`config.mk`:
```
export PLATFORM = sky130hd
export DESIGN_NAME = pfm_fault_mgr
export DESIGN_NICKNAME = d
export VERILOG_FILES = /design/src/hdl/pfm_hist_mem.v /design/src/hdl/pfm_fault_mgr.v
export VERILOG_INCLUDE_DIRS = /design/src /design/src/hdl
export SDC_FILE = /design/constraint.sdc
export NUM_CORES = 1
export LEC_CHECK = 0
export ABC_AREA = 0
export CORE_ASPECT_RATIO = 0.5
export CORE_MARGIN = 2
export CORE_UTILIZATION = 50
export CTS_CLUSTER_DIAMETER = 60
export DETAILED_ROUTE_END_ITERATION = 16
export DONT_BUFFER_PORTS = 1
export GPL_ROUTABILITY_DRIVEN = 0
export PLACE_DENSITY_LB_ADDON = 0.15
export RECOVER_POWER = 50
export REMOVE_ABC_BUFFERS = 1
export SLEW_MARGIN = 10
export SYNTH_ARGS = -nofsm -noshare
export SYNTH_HDL_FRONTEND = slang
export SYNTH_SLANG_ARGS = --single-unit
```
`constraint.sdc`:
```
create_clock -name CLK -period 7.2 [get_ports CLK]
set_clock_uncertainty 0.1 [all_clocks]
set_input_delay 0.36 -clock CLK [delete_from_list [all_inputs] [get_ports CLK]]
set_output_delay 0.36 -clock CLK [all_outputs]
set_load 0.05 [all_outputs]
```
`src/hdl/pfm_consts.vh`:
```
/*
  constants for the pump fault manager: register map, fault codes,
  menu states and timing. assumes a 200 MHz system clock.
*/
`ifndef PFM_CONSTS_VH
`define PFM_CONSTS_VH

`define PFM_CLK_KHZ 200000
`define PFM_TICK_MS 1
`define PFM_MS_CYC (`PFM_CLK_KHZ * `PFM_TICK_MS)
`define PFM_HOLD_MS 3000
`define PFM_BLINK_MS 500
`define PFM_ALT_MS 2000
`define PFM_HALF_STEPS 12

`define PFM_A_CTRL 8'h00
`define PFM_A_DRYDLY 8'h04
`define PFM_A_SWVER 8'h08
`define PFM_A_STATUS 8'h0C
`define PFM_A_LAST 8'h10
`define PFM_A_HIDX 8'h14
`define PFM_A_HDATA 8'h18

`define PFM_CTRL_PHASE 0
`define PFM_CTRL_XALARM 1
`define PFM_CTRL_CLR 2
`define PFM_CTRL_RST 3'h3
`define PFM_DRYDLY_RST 16'h0000
`define PFM_SWVER_RST 8'h01

// codes held as their decimal numbers in binary
`define PFM_E_PHASE 8'h06
`define PFM_E_PSENS 8'h28
`define PFM_E_DRY 8'h3E
`define PFM_E_HIGH 8'h42
`define PFM_E_XOFF 8'h44
`define PFM_E_PUMP 8'h50

`define PFM_F_PHASE 0
`define PFM_F_PSENS 1
`define PFM_F_DRY1 2
`define PFM_F_DRY2 3
`define PFM_F_HIGH 4
`define PFM_F_XOFF 5
`define PFM_F_PUMP1 6
`define PFM_F_PUMP2 7

`define PFM_ST_IDLE 5'h01
`define PFM_ST_MAIN 5'h02
`define PFM_ST_M601 5'h04
`define PFM_ST_EDIT 5'h08
`define PFM_ST_EASY 5'h10
`define PFM_GRP_FAULT 4'h6
`define PFM_GRP_MAX 4'h9
`define PFM_EASY_ITEMS 3'h4
`define PFM_EASY_ERR 3'h2

`endif

```
`src/hdl/pfm_hist_mem.v`:
```
/*
  fault history store: ten-entry circular buffer, read newest first.
  assumes one write per cycle at most and a stable read index.
*/
`timescale 1ns/1ps
module pfm_hist_mem #(
  parameter W = 20,
  parameter DEPTH = 10
) (
  input wire clk,
  input wire rst_n,
  input wire we,
  input wire [W-1:0] wdata,
  input wire [3:0] rd_idx,
  output reg [W-1:0] rdata,
  output reg [3:0] count
);
  localparam [4:0] DEP = DEPTH;
  reg [W-1:0] mem [0:DEPTH-1];
  reg [3:0] wptr_ff;
  wire [4:0] raw = {1'b0, wptr_ff} + DEP - 5'h01 - {1'b0, rd_idx};
  wire [4:0] ra = (raw >= DEP) ? raw - DEP : raw;

  always @(posedge clk) begin
    if (we) begin
      mem[wptr_ff] <= wdata;
    end
  end

  always @(posedge clk or negedge rst_n) begin
    if (!rst_n) begin
      wptr_ff <= 4'h0;
      count <= 4'h0;
      rdata <= {W{1'b0}};
    end else begin
      if (we) begin
        wptr_ff <= (wptr_ff == DEP[3:0] - 4'h1) ? 4'h0 : wptr_ff + 4'h1;
        if (count != DEP[3:0]) begin
          count <= count + 4'h1;
        end
      end
      // index 0 is the newest entry
      rdata <= (rd_idx < count) ? mem[ra[3:0]] : {W{1'b0}};
    end
  end
endmodule // pfm_hist_mem

```
`src/hdl/pfm_fault_mgr.v`:
```
/*
  pump fault manager top: fault detection and coding, lamp and display
  drive, operator knob menu, fault history and a classic wishbone slave.
  assumes fault inputs, knob step pulses and button level are synchronous.
*/
// Our own choices: the Wishbone slave port and the address map.
`timescale 1ns/1ps
`include "pfm_consts.vh"
module pfm_fault_mgr #(
  parameter MS_CYC = `PFM_MS_CYC,
  parameter HOLD_MS = `PFM_HOLD_MS,
  parameter BLINK_MS = `PFM_BLINK_MS,
  parameter ALT_MS = `PFM_ALT_MS,
  parameter HALF_STEPS = `PFM_HALF_STEPS,
  parameter EW = 20
) (
  input wire CLK,
  input wire RST_N,
  input wire WB_CYC_I,
  input wire WB_STB_I,
  input wire WB_WE_I,
  input wire [7:0] WB_ADR_I,
  input wire [3:0] WB_SEL_I,
  input wire [31:0] WB_DAT_I,
  output reg [31:0] WB_DAT_O,
  output reg WB_ACK_O,
  input wire PHASE_BAD,
  input wire PSENS_SILENT,
  input wire [1:0] DRY_LOW,
  input wire HIGH_WATER,
  input wire XOFF_ALL,
  input wire [1:0] PUMP_NONE,
  input wire [1:0] PUMP_ILIM_UNSET,
  input wire [1:0] PUMP_NO_FB,
  input wire [1:0] PUMP_THERM,
  input wire [1:0] PUMP_OVERCUR,
  input wire BTN_N,
  input wire ROT_STEP,
  input wire ROT_CW,
  output reg LED_RED,
  output reg COMMON_FAULT,
  output reg DISP_ERR,
  output reg [EW-1:0] DISP_CODE,
  output reg [1:0] PUMP_ICON_BLINK
);
  localparam [17:0] MS_LAST = MS_CYC - 1;
  localparam [11:0] HOLD_LAST = HOLD_MS - 1;
  localparam [11:0] BLINK_LAST = BLINK_MS - 1;
  localparam [11:0] ALT_LAST = ALT_MS - 1;
  localparam [4:0] HALF_LAST = HALF_STEPS - 1;

  // code and suffix of one fault source
  function [11:0] code_of;
    input [2:0] idx;
    begin
      case (idx)
        `PFM_F_PHASE: code_of = {`PFM_E_PHASE, 4'h0};
        `PFM_F_PSENS: code_of = {`PFM_E_PSENS, 4'h0};
        `PFM_F_DRY1: code_of = {`PFM_E_DRY, 4'h1};
        `PFM_F_DRY2: code_of = {`PFM_E_DRY, 4'h2};
        `PFM_F_HIGH: code_of = {`PFM_E_HIGH, 4'h0};
        `PFM_F_XOFF: code_of = {`PFM_E_XOFF, 4'h0};
        `PFM_F_PUMP1: code_of = {`PFM_E_PUMP, 4'h1};
        default: code_of = {`PFM_E_PUMP, 4'h2};
      endcase
    end
  endfunction
  function [2:0] lowest;
    input [7:0] v;
    integer i;
    begin
      lowest = 3'h0;
      for (i = 7; i >= 0; i = i - 1) begin
        if (v[i]) begin
          lowest = i[2:0];
        end
      end
    end
  endfunction

  // 12-bit ms counter step with wrap at a limit
  function [11:0] ms_step;
    input [11:0] v;
    input [11:0] last;
    begin
      ms_step = (v == last) ? 12'h000 : v + 12'h001;
    end
  endfunction

  reg [17:0] pre_ff;
  reg [11:0] blk_cnt_ff;
  reg [11:0] alt_cnt_ff;
  reg blink_ff;
  reg alt_ff;
  wire ms_tick = (pre_ff == MS_LAST);
  always @(posedge CLK or negedge RST_N) begin
    if (!RST_N) begin
      pre_ff <= 18'h00000;
      blk_cnt_ff <= 12'h000;
      alt_cnt_ff <= 12'h000;
      blink_ff <= 1'b0;
      alt_ff <= 1'b0;
    end else begin
      pre_ff <= ms_tick ? 18'h00000 : pre_ff + 18'h00001;
      if (ms_tick) begin
        blk_cnt_ff <= ms_step(blk_cnt_ff, BLINK_LAST);
        alt_cnt_ff <= ms_step(alt_cnt_ff, ALT_LAST);
        blink_ff <= blink_ff ^ (blk_cnt_ff == BLINK_LAST);
        alt_ff <= alt_ff ^ (alt_cnt_ff == ALT_LAST);
      end
    end
  end

  // wishbone slave
  reg [2:0] ctrl_ff;
  reg [15:0] drydly_ff;
  reg [7:0] swver_ff;
  reg [3:0] hidx_ff;
  reg sw_clr_ff;
  wire wb_req = WB_CYC_I & WB_STB_I & ~WB_ACK_O;
  wire wb_wr = wb_req & WB_WE_I;
  wire [EW-1:0] hist_rd;
  wire [3:0] hist_cnt;
  reg [EW-1:0] last_ff;
  reg [7:0] active;
  reg [7:0] prev_ff;
  reg [7:0] pend_ff;
  reg ind_ff;
  reg silenced_ff;
  reg [4:0] st_ff;
  reg [31:0] rd_mux;
  always @* begin
    case (WB_ADR_I)
      `PFM_A_CTRL: rd_mux = {29'h0, 1'b0, ctrl_ff[1:0]};
      `PFM_A_DRYDLY: rd_mux = {16'h0000, drydly_ff};
      `PFM_A_SWVER: rd_mux = {24'h000000, swver_ff};
      `PFM_A_STATUS: rd_mux = {11'h000, st_ff, hist_cnt, 2'h0, silenced_ff, ind_ff, active};
      `PFM_A_LAST: rd_mux = {{(32-EW){1'b0}}, last_ff};
      `PFM_A_HIDX: rd_mux = {28'h0000000, hidx_ff};
      `PFM_A_HDATA: rd_mux = {{(32-EW){1'b0}}, hist_rd};
      default: rd_mux = 32'h00000000;
    endcase
  end
  always @(posedge CLK or negedge RST_N) begin
    if (!RST_N) begin
      WB_ACK_O <= 1'b0;
      WB_DAT_O <= 32'h00000000;
      ctrl_ff <= `PFM_CTRL_RST;
      drydly_ff <= `PFM_DRYDLY_RST;
      swver_ff <= `PFM_SWVER_RST;
      hidx_ff <= 4'h0;
      sw_clr_ff <= 1'b0;
    end else begin
      WB_ACK_O <= wb_req;
      WB_DAT_O <= wb_req ? rd_mux : 32'h00000000;
      sw_clr_ff <= wb_wr & (WB_ADR_I == `PFM_A_CTRL) & WB_SEL_I[0] & WB_DAT_I[`PFM_CTRL_CLR];
      if (wb_wr & WB_SEL_I[0]) begin
        case (WB_ADR_I)
          `PFM_A_CTRL: ctrl_ff[1:0] <= WB_DAT_I[1:0];
          `PFM_A_DRYDLY: drydly_ff[7:0] <= WB_DAT_I[7:0];
          `PFM_A_SWVER: swver_ff <= WB_DAT_I[7:0];
          `PFM_A_HIDX: hidx_ff <= WB_DAT_I[3:0];
          default: ;
        endcase
      end
      if (wb_wr & WB_SEL_I[1] & (WB_ADR_I == `PFM_A_DRYDLY)) begin
        drydly_ff[15:8] <= WB_DAT_I[15:8];
      end
    end
  end

  // operator knob: press, 3 s hold and rotation steps
  reg btn_prev_ff;
  reg [11:0] hold_ff;
  reg long_done_ff;
  reg [4:0] rot_acc_ff;
  reg [3:0] grp_ff;
  reg [2:0] item_ff;
  reg edit_val_ff;
  reg knob_clr_ff;
  wire btn_dn = ~BTN_N;
  wire long_ev = btn_dn & ~long_done_ff & ms_tick & (hold_ff == HOLD_LAST);
  wire short_ev = BTN_N & ~btn_prev_ff & ~long_done_ff;
  always @(posedge CLK or negedge RST_N) begin
    if (!RST_N) begin
      btn_prev_ff <= 1'b1;
      hold_ff <= 12'h000;
      long_done_ff <= 1'b0;
    end else begin
      btn_prev_ff <= BTN_N;
      if (BTN_N) begin
        hold_ff <= 12'h000;
        long_done_ff <= 1'b0;
      end else if (ms_tick & ~long_done_ff) begin
        hold_ff <= hold_ff + 12'h001;
        long_done_ff <= (hold_ff == HOLD_LAST);
      end
    end
  end
  always @(posedge CLK or negedge RST_N) begin
    if (!RST_N) begin
      st_ff <= `PFM_ST_IDLE;
      rot_acc_ff <= 5'h00;
      grp_ff <= 4'h1;
      item_ff <= 3'h0;
      edit_val_ff <= 1'b0;
      knob_clr_ff <= 1'b0;
    end else begin
      knob_clr_ff <= 1'b0;
      case (st_ff)
        `PFM_ST_IDLE: begin
          if (long_ev) begin
            st_ff <= `PFM_ST_MAIN;
            grp_ff <= 4'h1;
            rot_acc_ff <= 5'h00;
          end else if (ROT_STEP & ROT_CW) begin
            rot_acc_ff <= rot_acc_ff + 5'h01;
            if (rot_acc_ff == HALF_LAST) begin
              st_ff <= `PFM_ST_EASY;
              item_ff <= 3'h0;
              rot_acc_ff <= 5'h00;
            end
          end else if (ROT_STEP | short_ev) begin
            rot_acc_ff <= 5'h00;
          end
        end
        `PFM_ST_MAIN: begin
          if (ROT_STEP) begin
            if (ROT_CW) begin
              grp_ff <= (grp_ff == `PFM_GRP_MAX) ? 4'h1 : grp_ff + 4'h1;
            end else begin
              grp_ff <= (grp_ff == 4'h1) ? `PFM_GRP_MAX : grp_ff - 4'h1;
            end
          end else if (short_ev) begin
            st_ff <= (grp_ff == `PFM_GRP_FAULT) ? `PFM_ST_M601 : `PFM_ST_IDLE;
          end
        end
        `PFM_ST_M601: begin
          if (short_ev) begin
            st_ff <= `PFM_ST_EDIT;
            edit_val_ff <= 1'b0;
          end
        end
        `PFM_ST_EDIT: begin
          if (ROT_STEP) begin
            edit_val_ff <= ~edit_val_ff;
          end else if (short_ev) begin
            knob_clr_ff <= edit_val_ff;
            st_ff <= `PFM_ST_IDLE;
          end
        end
        `PFM_ST_EASY: begin
          if (ROT_STEP) begin
            if (ROT_CW) begin
              item_ff <= (item_ff == `PFM_EASY_ITEMS - 3'h1) ? 3'h0 : item_ff + 3'h1;
            end else begin
              item_ff <= (item_ff == 3'h0) ? `PFM_EASY_ITEMS - 3'h1 : item_ff - 3'h1;
            end
          end else if (short_ev) begin
            knob_clr_ff <= (item_ff == `PFM_EASY_ERR);
            st_ff <= `PFM_ST_IDLE;
          end
        end
        default: st_ff <= `PFM_ST_IDLE;
      endcase
    end
  end

  // fault sources
  wire clr_req = knob_clr_ff | sw_clr_ff;
  wire [1:0] pump_cause = PUMP_NONE | PUMP_ILIM_UNSET | PUMP_NO_FB | PUMP_THERM
    | PUMP_OVERCUR;
  reg [1:0] pump_lat_ff;
  // a latch acknowledged with its cause gone must not hold the indication
  wire [1:0] nxt_pump_lat = pump_cause | (pump_lat_ff & {2{~clr_req}});
  reg [15:0] dly_ff [0:1];
  reg [1:0] dry_rep;
  reg [1:0] dry_wait;
  integer k;
  always @* begin
    dry_rep[0] = DRY_LOW[0] & (dly_ff[0] >= drydly_ff);
    dry_rep[1] = DRY_LOW[1] & (dly_ff[1] >= drydly_ff);
    dry_wait = DRY_LOW & ~dry_rep;
    active = 8'h00;
    active[`PFM_F_PHASE] = PHASE_BAD & ctrl_ff[`PFM_CTRL_PHASE];
    active[`PFM_F_PSENS] = PSENS_SILENT;
    active[`PFM_F_DRY1] = dry_rep[0];
    active[`PFM_F_DRY2] = dry_rep[1];
    active[`PFM_F_HIGH] = HIGH_WATER;
    active[`PFM_F_XOFF] = XOFF_ALL & ctrl_ff[`PFM_CTRL_XALARM];
    active[`PFM_F_PUMP1] = pump_lat_ff[0];
    active[`PFM_F_PUMP2] = pump_lat_ff[1];
  end
  wire [7:0] still_on = {nxt_pump_lat, active[5:0]};
  // delay counts in ms; it stops once the report is made
  always @(posedge CLK or negedge RST_N) begin
    if (!RST_N) begin
      dly_ff[0] <= 16'h0000;
      dly_ff[1] <= 16'h0000;
      pump_lat_ff <= 2'b00;
    end else begin
      for (k = 0; k < 2; k = k + 1) begin
        if (!DRY_LOW[k]) begin
          dly_ff[k] <= 16'h0000;
        end else if (ms_tick & ~dry_rep[k]) begin
          dly_ff[k] <= dly_ff[k] + 16'h0001;
        end
      end
      // cause present wins over an acknowledge in the same cycle
      pump_lat_ff <= nxt_pump_lat;
    end
  end

  // event logging: one new fault per cycle, lowest source first
  wire [2:0] log_idx = lowest(pend_ff);
  wire log_we = |pend_ff;
  wire [EW-1:0] log_entry = {swver_ff, code_of(log_idx)};
  wire [7:0] log_bit = 8'h01 << log_idx;
  always @(posedge CLK or negedge RST_N) begin
    if (!RST_N) begin
      prev_ff <= 8'h00;
      pend_ff <= 8'h00;
      last_ff <= {EW{1'b0}};
      ind_ff <= 1'b0;
      silenced_ff <= 1'b0;
    end else begin
      prev_ff <= active;
      pend_ff <= (pend_ff & ~log_bit) | (active & ~prev_ff);
      if (log_we) begin
        last_ff <= log_entry;
      end
      if (log_we | (|still_on & ind_ff)) begin
        ind_ff <= 1'b1;
      end else if (clr_req & ~(|still_on)) begin
        ind_ff <= 1'b0;
      end
      if (log_we | ~ind_ff) begin
        silenced_ff <= 1'b0;
      end else if (short_ev & (st_ff == `PFM_ST_IDLE)) begin
        silenced_ff <= 1'b1;
      end
    end
  end
  pfm_hist_mem #(.W(EW), .DEPTH(10)) u_hist (
    .clk(CLK),
    .rst_n(RST_N),
    .we(log_we),
    .wdata(log_entry),
    .rd_idx(hidx_ff),
    .rdata(hist_rd),
    .count(hist_cnt)
  );
  // indicator outputs, all registered
  always @(posedge CLK or negedge RST_N) begin
    if (!RST_N) begin
      LED_RED <= 1'b0;
      COMMON_FAULT <= 1'b0;
      DISP_ERR <= 1'b0;
      DISP_CODE <= {EW{1'b0}};
      PUMP_ICON_BLINK <= 2'b00;
    end else begin
      LED_RED <= ind_ff | ((|dry_wait) & blink_ff);
      COMMON_FAULT <= ind_ff;
      DISP_ERR <= ind_ff & ~silenced_ff & alt_ff;
      DISP_CODE <= last_ff;
      PUMP_ICON_BLINK <= pump_lat_ff & {2{blink_ff}};
    end
  end
endmodule // pfm_fault_mgr

```
=== After elaboration in Yosys (flattened, before gate mapping) ===
Memory sizes are Yosys's and may differ from the RTL's.
Cells that the tools add are included.

* Flip-flop bits (word level): 266
* RAM bits: 190
* Input bits: 68
* Output and inout bits: 58
* Logic and storage cells: 257
* Memories: 1

* Add/sub/neg operators: 17
* Magnitude comparators: 4
* Eq/ne operators: 45
* Shift operators: 1
* Mux-type cells: 67
* Bitwise gates (word level): 60
* Reductions and logical operators: 24

{| class="wikitable"
|+ Memories
! name !! depth !! bits a word !! read ports !! clocked after Yosys merged registers in !! write ports !! RTL line !! text
|-
| u_hist.mem || 10 || 19 || 1 || 0 || 1 || pfm_hist_mem.v:19 || <nowiki>reg [W-1:0] mem [0:DEPTH-1];</nowiki>
|}

{| class="wikitable"
|+ Operators by type and width
! cell !! count
|-
| 21-bit one-hot mux with 7 select lines || 1
|-
| 11-bit one-hot mux with 7 select lines || 1
|-
| 16-bit 2-to-1 mux || 4
|-
| 5-bit 2-to-1 mux || 12
|-
| 12-bit 2-to-1 mux || 4
|-
| 3-bit 2-to-1 mux || 16
|-
| 12-bit by 1-bit adder with 12-bit output, second input constant || 3
|-
| 16-bit by 1-bit adder with 16-bit output, second input constant || 2
|-
| 16-bit >= comparator || 2
|-
| 32-bit 2-to-1 mux || 1
|-
| 1-bit bitwise AND || 28
|-
| 4-bit 2-to-1 mux || 7
|-
| 8-bit by 5-bit == test with 1-bit output, second input constant || 3
|-
| 2-bit inequality test, second input constant || 11
|-
| 20-bit 2-to-1 mux || 1
|-
| 5-bit one-hot mux with 4 select lines || 1
|-
| 18-bit by 1-bit adder with 18-bit output, second input constant || 1
|-
| 18-bit == test, second input constant || 1
|-
| 18-bit 2-to-1 mux || 1
|-
| 8-bit bitwise AND || 2
|-
| 8-bit by 4-bit == test with 1-bit output, second input constant || 2
|-
| 8-bit NOT || 2
|-
| 8-bit OR reduction || 2
|-
| 1-bit 2-to-1 mux || 14
|-
| 49 further kinds || 96
|}

=== Longest topological paths before layout ===
Gate-level depths: netlist of the first run.

* Depth after elaboration: 12
* Mapped depth: 14
* Mapped depth without buffers: 12

=== By module ===
From an unflattened synthesis of the first run, not the netlist that was laid out.

* Cells, all modules: 1585
* Area total of the unflattened synthesis: 20925.1 um^2

{| class="wikitable"
|+ By module, submodules not included
! module !! times used !! cells each !! area each (um^2) !! sequential area each (um^2)
|-
| pfm_fault_mgr || 1 || 1059 || 10740.3 || 5437.7
|-
| pfm_hist_mem || 1 || 526 || 10184.8 || 6706.4
|}

=== Least setup slack after synthesis of the first run ===
No wires, ideal clock.

* Path kind: reg-to-reg
* Start point: register u_hist.wptr_ff[1]
* End point: register u_hist.rdata[10]
* Data arrival time: 3.145 ns
* Setup slack: 3.856 ns
* Stages on the path, launching flop included: 14
* Path buffers: 2
* Period minus slack after synthesis: 3.344 ns
* Cell sequence: dfrtp_1 inv_1 ha_1 inv_1 ha_1 inv_1 fa_1 ha_1 clkbuf_1 clkbuf_1 mux4_2 mux2i_1 a221o_1 a311oi_1

* Word-level cells in the longest chain between the ends: 7
* Elaborated cells between the ends (all ways): 8
* Those cells by class: add/sub (4); order compare (1); mux (2); memory (1)

{| class="wikitable"
|+ Ends and longest elaborated chain
! element !! RTL line !! text
|-
| start, declared || pfm_hist_mem.v:20 || <nowiki>reg [3:0] wptr_ff;</nowiki>
|-
| start signal, assigned || pfm_hist_mem.v:37 || <nowiki>wptr_ff <= (wptr_ff == DEP[3:0] - 4'h1) ? 4'h0 : wptr_ff + 4'h1;</nowiki>
|-
| 4-bit by 4-bit adder with 5-bit output (*) || pfm_hist_mem.v:21 || <nowiki>wire [4:0] raw = {1'b0, wptr_ff} + DEP - 5'h01 - {1'b0, rd_idx};</nowiki>
|-
| 5-bit by 1-bit subtractor with 5-bit output (*) || pfm_hist_mem.v:21 ||
|-
| 5-bit by 4-bit subtractor with 5-bit output (*) || pfm_hist_mem.v:21 ||
|-
| 4-bit subtractor or 5-bit by 4-bit >= comparator with 1-bit output (tied branches) || pfm_hist_mem.v:22 || <nowiki>wire [4:0] ra = (raw >= DEP) ? raw - DEP : raw;</nowiki>
|-
| 4-bit 2-to-1 mux (*) || pfm_hist_mem.v:22 ||
|-
| memory read 10 x 19 bit (*) || -- ||
|-
| 20-bit 2-to-1 mux (*) || pfm_hist_mem.v:43 || <nowiki>rdata <= (rd_idx < count) ? mem[ra[3:0]] : {W{1'b0}};</nowiki>
|-
| end signal, assigned || pfm_hist_mem.v:34 || <nowiki>rdata <= {W{1'b0}};</nowiki>
|-
| end signal, assigned || pfm_hist_mem.v:43 ||
|-
| end, declared || pfm_hist_mem.v:15 || <nowiki>output reg [W-1:0] rdata,</nowiki>
|}

Mark *: on every way between the ends. The rest lies on a longest branch, timed or not.
A chain may end at the register's enable or synchronous reset.

=== Final worst setup path of the first run ===
* Start point: register u_hist.wptr_ff[0]
* End point: register u_hist.rdata[13]

Same word-level chain as after synthesis.

==> results of run 1 <==
-- cell usage after synthesis, drive strengths merged, types with 13 or more instances --
cell type,count
nor3b,13
nor2,84
mux2,18
mux4,30
buf,36
clkbuf,46
ha,60
edfxtp,150
o21ai,95
nand3,43
nand4,22
inv,64
a221o,16
a211oi,18
mux2i,39
nor3,24
a311oi,16
a22oi,20
and3,18
nand2,172
o211a,16
nor4,13
or3,21
xnor2,28
a21o,13
xor2,22
dfrtp,234
nand2b,24
a21oi,57
-- path summary, 6_finish.rpt --
check	from	slack, ns	endpoint	cells after the start
max	u_hist.wptr_ff[0]	1.99	u_hist.rdata[13]	10
min	WB_ADR_I[3]	0.05	WB_DAT_O[4]	3
max reg2reg	u_hist.wptr_ff[0]	1.99	u_hist.rdata[13]	10
min reg2reg	prev_ff[0]	0.29	pend_ff[0]	1
max in group asynchronous	RST_N	2.16	blk_cnt_ff[0]	2
min in group asynchronous	RST_N	2.04	hold_ff[2]	2
-- state kept, by name, summed over array words and instances (netlist names), 5 cells and up --
| name | flops |
|---|---|
| u_hist.mem | 150 |
| blk_cnt_ff | 12 |
| DISP_CODE | 15 |
| last_ff | 15 |
| alt_cnt_ff | 12 |
| prev_ff | 8 |
| drydly_ff | 16 |
| rot_acc_ff | 5 |
| st_ff | 5 |
| WB_DAT_O | 21 |
| pre_ff | 18 |
| hold_ff | 12 |
| pend_ff | 8 |
| dly_ff | 32 |
| swver_ff | 8 |
| u_hist.rdata | 15 |
-- logic make-up after synthesis --
kind of cell	after synthesis
flops	390
mux	87
simple gates	485
xor+xnor	50
fa+ha+maj	61
buf+inv	146
compound gates	327
other cells	1
-- final cells by class --
class	instances	area share, %
flip-flops and latches	390	51.3
multi-input cells	1025	35.8
clock buffers	55	5.14
repair buffers	68	3.18
well taps	484	2.96
inverters	64	1.17
clock inverters	12	0.373
-- worst max-delay path, cell delays in order, from the launching register on --
cell and delay, ns:
dfrtp_1 0.66, ha_2 0.28, ha_1 0.17, inv_1 0.07, fa_1 1.20, ha_1 0.84, inv_1 0.53, o21ai_2 0.50
buf_4 0.34, a211oi_1 0.12, a311oi_1 0.27
-- power groups by stage --
| stage | logic, mW | registers, mW | clock network [mW] |
|---|---|---|---|
| 6_report | 2.08 | 2.87 | 1.88 |
| 5_1_grt | 2.25 | 2.90 | 2.02 |
| 4_1_cts | 2.09 | 2.87 | 1.92 |
| 3_5_place_dp | 2.03 | 2.91 | 0 |
| 3_3_place_gp | 1.96 | 2.90 | 0 |
| 2_1_floorplan | 1.42 | 2.83 | 0 |
-- timing repair --
| item | in CTS | in global routing |
|---|---|---|
| endpoints found under the hold margin | 330 | 0 |
| hold buffers | 52 | 0 |
| gates resized for setup | 0 | 0 |
-- metrics by stage --
| stage | hold slack [ns] | std cells | total power [mW] | util (%) | setup slack, ns |
|---|---|---|---|---|---|
| final | 0.0484 | 2098 | 6.83 | 56.7 | 1.99 |
| after global routing | 0.0359 | 2098 | 7.17 | 56.7 | 1.14 |
| after CTS | 0.0126 | 2097 | 6.88 | 56.7 | 1.90 |
| after detailed placement | -0.0277 | 1978 | 4.93 | 52.1 | 1.91 |
| after global placement | -0.0271 | 1978 | 4.86 | 52.1 | 2.15 |
| after floorplan | -0.0356 | 1479 | 4.26 | - | 2.53 |
-- routing by layer --
layer  global-route usage, %  up-vias  share of wire, %  routed length, µm
met3                    4.69       86               5.4               2360
li1                        -     5809                 -                  -
met2                    38.4      329                49              21300
met1                    31.1     6316                43              19000
met4                    7.17        0               2.6               1150
met5                       0        -                 0                  0
==> flow_summary.json, run 1 <==
{
  "route.detailed.drc": 0,
  "p_per_area_nw_per_um2": 333,
  "fin_area_um2": 20500,
  "yosys.area_share.simple_pct": 13.4,
  "die_x_um": 275,
  "synth_edf_count": 150,
  "ys_ff_latch": 390,
  "path_clk_slew_ns": 0.06,
  "grt_util_all_layers_pct": 23.2,
  "ir_drop_mv": 0.192,
  "worstPathArrival_ns": 5.54,
  "final_common_cell": "dfrtp_1",
  "root_buffer": "clkbuf_16",
  "startpoint_type": "register",
  "rsz0062_at_grt": "no",
  "synthTopCellsByArea": "dfrtp_1 32%, edfxtp_1 24%, ha_1 4.1%",
  "start_util_pct": 50.9,
  "muxShareOfSynthArea_pct": 7.06,
  "clk_latency_ns": 0.54,
  "clkPwrFrac_pct": 27.5,
  "regArea_um2": 10500,
  "crit_type": "reg -> reg",
  "post_cts_buffers": 0,
  "grt_overflow_total": 0,
  "synth_compound_area_share_pct": 12.3,
  "mostFrequentLayoutCells": "234 x dfrtp_1, 172 x nand2_1, 150 x edfxtp_1",
  "drive_above_1_share_pct": 9.67,
  "p_leak_nw": 8.46,
  "fin_setup_tns_ns": 0,
  "first_global_vias": 12500,
  "tightestPinTransition_ns": 4.92,
  "diodes": 0,
  "synth_cells": 1547,
  "timing.fmax_mhz": 192,
  "dr.pass1.iters": 8,
  "yosys_warnings": 0,
  "synth_adder_area_share_pct": 4.19,
  "hpwl_um": 28800,
  "multiInputGateArea_um2": 7340,
  "wirelength_um": 43800,
  "grt_max_degree": 241,
  "status": "complete, but fails checks",
  "setup_viol": 0,
  "required_ns": 7.53,
  "nets": 1715,
  "cts_tree": "done",
  "synth_xor_area_share_pct": 2.38,
  "netSwitchingFraction_pct": 34.6,
  "avgSynthCellArea_um2": 11.9,
  "synth-async-reset-ratio_pct": 61.5,
  "max_cap_viol_count": 1,
  "drt_iter0_markers": 1304,
  "placed_area_um2": 18800,
  "synth_top_area_cell": "dfrtp_1",
  "crit_fanout": 22,
  "synth_seq_area_share_pct": 57.2,
  "max-slew-margin-rel_pct": -228,
  "vias": 12500,
  "synthFlopType": "dfrtp_1",
  "ios": 126,
  "finalCritPeriodShare_pct": 72.4,
  "synth_top_family_by_area": "simple AND/OR/NAND/NOR gates",
  "ys_types": 87,
  "clock_sinks": 390,
  "n_fill_cell": 2921,
  "synth_area_um2": 18400,
  "io_buffers": 0,
  "area_delta_synth_final_pct": 11.4,
  "die_y_um": 140,
  "h-tree-depth": 2,
  "power.net_switching_mw": 2.37,
  "clockBufferDepth": 3,
  "period_needed_ns": 5.21,
  "p_comb_share_pct": 30.5,
  "vias_per_cell": 5.98,
  "grt_antenna_before_repair": 0,
  "drtAntennaViolNets": 0,
  "die_area_um2": 38400,
  "finalHoldViolCount": 0,
  "grt_pass1_wl_um": 69300,
  "wl_per_cell_um": 20.9,
  "fp.coreArea_um2": 36100,
  "seqPwrFrac_pct": 42.0,
  "row_count": 49,
  "p_int_mw": 4.46,
  "violations": "capacitance limit, slew limit",
  "slew_violations": 91,
  "cp-end-kind": "register",
  "holdCritPathClass": "in -> reg",
  "synth_top_area_share_pct": 31.8,
  "cts_made_buffers": 37
}
(Power assumes the default switching activity.)
==> run 2: changes to the inputs <==
==> constraint.sdc (replaced) <==
create_clock -name CLK -period 5.15 [get_ports CLK]
set_clock_uncertainty 0.1 [all_clocks]
set_input_delay 0.2575 -clock CLK [delete_from_list [all_inputs] [get_ports CLK]]
set_output_delay 0.2575 -clock CLK [all_outputs]
set_load 0.05 [all_outputs]
==> run 2 against run 1 <==
Compared with the run above: the run ends with hold timing left; critical endpoint is now u_hist.rdata[10]; via count rose by 0.11%; largest power group unchanged; utilization rose by 0.062 points; non-clock buffer count decreased by 5; fmax grew 23%; sequential power up 40%; cell count shrank 0.29%; wire length down 0.24%.
==> flow_summary.json, run 2 (synthesized netlist as in run 1, its figures left out) <==
{
  "status": "complete, but fails checks",
  "violations": "hold timing",
  "period_needed_ns": 4.25,
  "grt_max_degree": 241,
  "vias": 12600,
  "final_common_cell": "dfrtp_1",
  "first_global_vias": 12300,
  "grt_antenna_before_repair": 1,
  "wirelength_um": 43700,
  "h-tree-depth": 2,
  "die_y_um": 140,
  "nets": 1709,
  "crit_family": "compound AO/OA/AOI/OAI gates",
  "cts_tree": "done",
  "largest-register": "u_hist.mem",
  "row_count": 49,
  "holdCritPathClass": "in -> async",
  "hpwl_um": 29000,
  "wl_per_cell_um": 20.9,
  "clock_sinks": 390,
  "startpoint_type": "register",
  "cpMostUsedCell": "ha_1",
  "reg2reg_slack_ns": 0.90,
  "crit_type": "reg -> reg",
  "die_area_um2": 38400,
  "ctsHoldBuffers": 46,
  "dr.pass1.iters": 7,
  "slew_violations": 0,
  "finalCritPeriodShare_pct": 82.5,
  "max_cap_viol_count": 0,
  "io_buffers": 0,
  "area_delta_synth_final_pct": 11.5,
  "cp-end-kind": "register",
  "clockBufferDepth": 3,
  "crit_chain": "ha_2 > ha_1 > inv_1 > fa_1 > buf_4 > ha_1 > a21o_1 > o21ai_4 > a21boi_2 > nand2_1 > a311oi_1",
  "drt_iter0_markers": 969,
  "slowest_stage": "a21boi_2",
  "post_cts_buffers": 0,
  "path_buf_inv": 2,
  "clk_latency_ns": 0.56,
  "vias_per_cell": 6.00,
  "die_x_um": 275,
  "grt_pass1_wl_um": 68600,
  "worstPathArrival_ns": 4.57,
  "r2r_end": "u_hist.rdata[10]",
  "grt_overflow_total": 0,
  "route.detailed.drc": 0,
  "fp.coreArea_um2": 36100,
  "grt_util_all_layers_pct": 23.1,
  "p_per_area_nw_per_um2": 471,
  "mostFrequentLayoutCells": "234 x dfrtp_1, 172 x nand2_1, 150 x edfxtp_1",
  "start_util_pct": 50.9,
  "cts_made_buffers": 36,
  "required_ns": 5.48,
  "crit_fanout": 17,
  "ios": 126,
  "ir_drop_mv": 0.269,
  "largest_reg_flops": 150,
  "timing.fmax_mhz": 236,
  "timing.hold.ws_ns": -0.676,
  "p_leak_nw": 8.50,
  "rr_worst_depth": 11,
  "finalHoldViolCount": 240,
  "tightestPinTransition_ns": 1.43,
  "r2r-start": "u_hist.wptr_ff[0]",
  "path_clk_slew_ns": 0.07,
  "max_stage_delay_ns": 0.72,
  "rsz0062_at_grt": "no",
  "root_buffer": "clkbuf_16",
  "fin_setup_tns_ns": 0,
  "setup_viol": 0,
  "drtAntennaViolNets": 0,
  "reg_top3": "u_hist.mem: 150 flops, dly_ff: 32 flops, WB_DAT_O: 21 flops",
  "drive_above_1_share_pct": 10.0,
  "max-slew-margin-rel_pct": 4.23
}
==> run 2: worst max path at each step <==
stage                 startpoint               end  depth (start not counted)
2_1_floorplan  u_hist.wptr_ff[0]   u_hist.rdata[0]                          7
3_3_place_gp   u_hist.wptr_ff[0]  u_hist.rdata[12]                         11
3_5_place_dp   u_hist.wptr_ff[0]  u_hist.rdata[10]                         11
4_1_cts        u_hist.wptr_ff[0]  u_hist.rdata[10]                         11
5_1_grt        u_hist.wptr_ff[0]  u_hist.rdata[10]                         11
6_report       u_hist.wptr_ff[0]  u_hist.rdata[10]                         11
==> run 2: stage by stage <==
stage | setup WS, ns | total power [mW] | utilization (%) | cells | instance area, µm²
final | 0.904 | 9.65 | 56.8 | 2092 | 20500
after global placement | 1.07 | 6.88 | 52.2 | 1980 | 18900
after floorplan | 0.481 | 5.95 | - | 1479 | 18000
after detailed placement | 0.942 | 6.96 | 52.2 | 1980 | 18900
after CTS | 0.902 | 9.73 | 56.8 | 2091 | 20500
after global routing | 0.627 | 10.1 | 56.8 | 2092 | 20500
==> run 2: layout make-up <==
class                           count  area, µm²
Inverter                           64        240
Antenna cell                        1       2.50
Sequential cell                   390      10500
Clock buffer                       49       1040
Fill cell                        2946      15600
Tap cell                          484        606
Timing Repair Buffer               63        597
Multi-Input combinational cell   1025       7350
Clock inverter                     16        151
==> run 2: layer usage <==
metal	share of wire, %	vias to the layer above	track usage (%)
met5	0	-	0
met2	49	345	38.2
li1	-	5791	-
met4	2.9	0	7.74
met3	5.3	87	3.85
met1	43	6331	31.2
==> run 2: timing repair <==
item / CTS / global route
gates resized for setup: 0 / 0
endpoints found under the hold margin: 337 / 240
endpoints found under the setup margin: 0 / 0
==> run 2: power breakdown <==
part / leakage (nW) / switching, mW / internal (mW) / total (mW)
combinational: 3.39 / 1.74 / 1.17 / 2.91
clock: 0.596 / 1.19 / 1.53 / 2.73
sequential: 4.51 / 0.337 / 3.68 / 4.02
total: 8.50 / 3.27 / 6.38 / 9.65
==> run 3: changes to the inputs <==
==> constraint.sdc (replaced) <==
create_clock -name CLK -period 4.2 [get_ports CLK]
set_clock_uncertainty 0.1 [all_clocks]
set_input_delay 0.21 -clock CLK [delete_from_list [all_inputs] [get_ports CLK]]
set_output_delay 0.21 -clock CLK [all_outputs]
set_load 0.05 [all_outputs]
==> run 3 against run 2 <==
Compared with the run above: setup slack got worse by 0.54 ns; cell count increased by 1.1%; critical path depth decreased by 1; count of clock-buffer cells in the layout increased by 9; register-to-register slack got worse by 0.41 ns; utilization increased by 0.73 points; the run still ends with hold timing left; critical endpoint is now drydly_ff[7]; power increased by 25%; global-route usage increased by 0.77 points; wire length increased by 2.8%; worst hold slack got worse by 0.045 ns.
==> flow_summary.json, run 3 (synthesized netlist as in run 1, its figures left out) <==
{
  "vias": 12600,
  "p_int_mw": 8.02,
  "drive_above_1_share_pct": 10.6,
  "rsz0062_at_grt": "no",
  "finalHoldViolCount": 240,
  "max-slew-margin-rel_pct": 26.9,
  "ir_drop_mv": 0.449,
  "hpwl_um": 29400,
  "finalCritPeriodShare_pct": 91.3,
  "row_count": 49,
  "instances_no_fill": 2115,
  "final_common_cell": "dfrtp_1",
  "worstPathArrival_ns": 4.21,
  "violations": "hold timing",
  "route.detailed.drc": 0,
  "p_per_area_nw_per_um2": 581,
  "crit_fanout": 13,
  "startpoint": "WB_STB_I",
  "required_ns": 4.57,
  "clockBufferDepth": 3,
  "reg_top3": "u_hist.mem: 150 flops, dly_ff: 32 flops, WB_DAT_O: 21 flops",
  "netSwitchingFraction_pct": 33.6,
  "die_x_um": 275,
  "wirelength_um": 44900,
  "setup_ws_ns": 0.367,
  "fin_area_um2": 20800,
  "largest-register": "u_hist.mem",
  "nets": 1733,
  "vias_per_cell": 5.98,
  "h-tree-depth": 2,
  "r2r-start": "u_hist.wptr_ff[1]",
  "clock_sinks": 390,
  "cts_tree": "done",
  "fin_setup_tns_ns": 0,
  "preCtsSetupSlack_ns": 0.551,
  "first_global_vias": 12700,
  "largest_reg_flops": 150,
  "die_area_um2": 38400,
  "die_y_um": 140,
  "setup_viol": 0,
  "cts_made_buffers": 37,
  "timing.fmax_mhz": 261,
  "cp-end-kind": "register",
  "timing.hold.ws_ns": -0.721,
  "rr_worst_depth": 13,
  "ios": 126,
  "grt_antenna_before_repair": 1,
  "grt_util_all_layers_pct": 23.9,
  "fin_total_pwr_mw": 12.1,
  "io_buffers": 0,
  "fp.coreArea_um2": 36100,
  "seqPwrFrac_pct": 40.6,
  "mostFrequentLayoutCells": "234 x dfrtp_1, 172 x nand2_1, 150 x edfxtp_1",
  "startpoint_type": "primary input",
  "status": "complete, but fails checks",
  "grt_max_degree": 241,
  "power.net_switching_mw": 4.05,
  "n_fill_cell": 2958,
  "holdCritPathClass": "in -> async",
  "dp.cells": 1995,
  "tightestPinTransition_ns": 1.10,
  "max_cap_viol_count": 0,
  "wl_per_cell_um": 21.2,
  "p_leak_nw": 8.63,
  "grt_pass1_wl_um": 71400,
  "clkPwrFrac_pct": 28.8,
  "placed_area_um2": 18900,
  "p_comb_share_pct": 30.6,
  "dr.pass1.iters": 6,
  "post-route-util_pct": 57.5,
  "start_util_pct": 50.9,
  "period_needed_ns": 3.83,
  "ctsHoldBuffers": 54,
  "clk_latency_ns": 0.54,
  "root_buffer": "clkbuf_16",
  "drt_iter0_markers": 1170,
  "area_delta_synth_final_pct": 12.9,
  "path_clk_slew_ns": 0.06,
  "slew_violations": 0,
  "crit_type": "in -> reg",
  "grt_overflow_total": 0,
  "drtAntennaViolNets": 0
}
[run 3: cell count changes in the layout (fill, tap and decap cells not counted), moves of 4 or more]
cell / previous run / this run
buf_4: 15 / 31
dlygate4sd3_1: 46 / 54
clkinv_2: 9 / 4
nor2_1: 79 / 84
nor2_2: 5 / 0
clkbuf_16: 38 / 42
clkbuf_8: 5 / 9
[run 3: power groups by stage]
stage | sequential (mW) | combinational (mW) | clock, mW
2_1_floorplan | 4.86 | 2.44 | 0
3_5_place_dp | 4.97 | 3.62 | 0
4_1_cts | 4.90 | 3.69 | 3.55
5_1_grt | 4.95 | 3.98 | 3.71
6_report | 4.90 | 3.69 | 3.48
3_3_place_gp | 4.95 | 3.51 | 0
[run 3: critical path, cell delays in order]
cell and delay [ns]:
dlygate4sd3_1 0.53, nand2_1 0.05, dlygate4sd3_1 0.54, nor2_1 0.41
nand3_1 0.34, nor4b_4 0.69, nand2_1 0.16, dlygate4sd3_1 0.62
o21ai_0 0.09, dlygate4sd3_1 0.57
[run 3: area by class of cell]
type                    count  area (µm²)  share of cell area (%)
well taps                 484         606                    2.92
diodes                      1        2.50                  0.0120
repair buffers             86         777                    3.74
flip-flops and latches    390       10500                    50.6
clock buffers              58        1200                    5.79
clock inverters             7        75.1                   0.361
inverters                  64         240                    1.16
multi-input cells        1025        7350                    35.4
[run 3: metal layers]
| metal | GRT usage [%] | vias up | part of all wire, % |
|---|---|---|---|
| li1 | - | 5820 | - |
| met3 | 3.59 | 85 | 5.2 |
| met1 | 32.1 | 6404 | 43 |
| met2 | 40.1 | 329 | 49 |
| met4 | 7.57 | 0 | 2.7 |
| met5 | 0 | - | 0 |
[run 3: repair_timing]
action / in CTS / in global routing
setup buffers: 0 / 0
endpoints found under the hold margin: 353 / 240
gates resized for setup: 0 / 0
[run 3: path summary, 6_finish.rpt]
path                                     to  slack, ns
setup / recovery               drydly_ff[7]       0.37
hold / removal                   hold_ff[1]      -0.72
setup reg to reg           u_hist.rdata[18]       0.49
hold reg to reg                  pend_ff[0]       0.30
max in group asynchronous     drydly_ff[11]       4.06
min in group CLK                   st_ff[1]       0.02
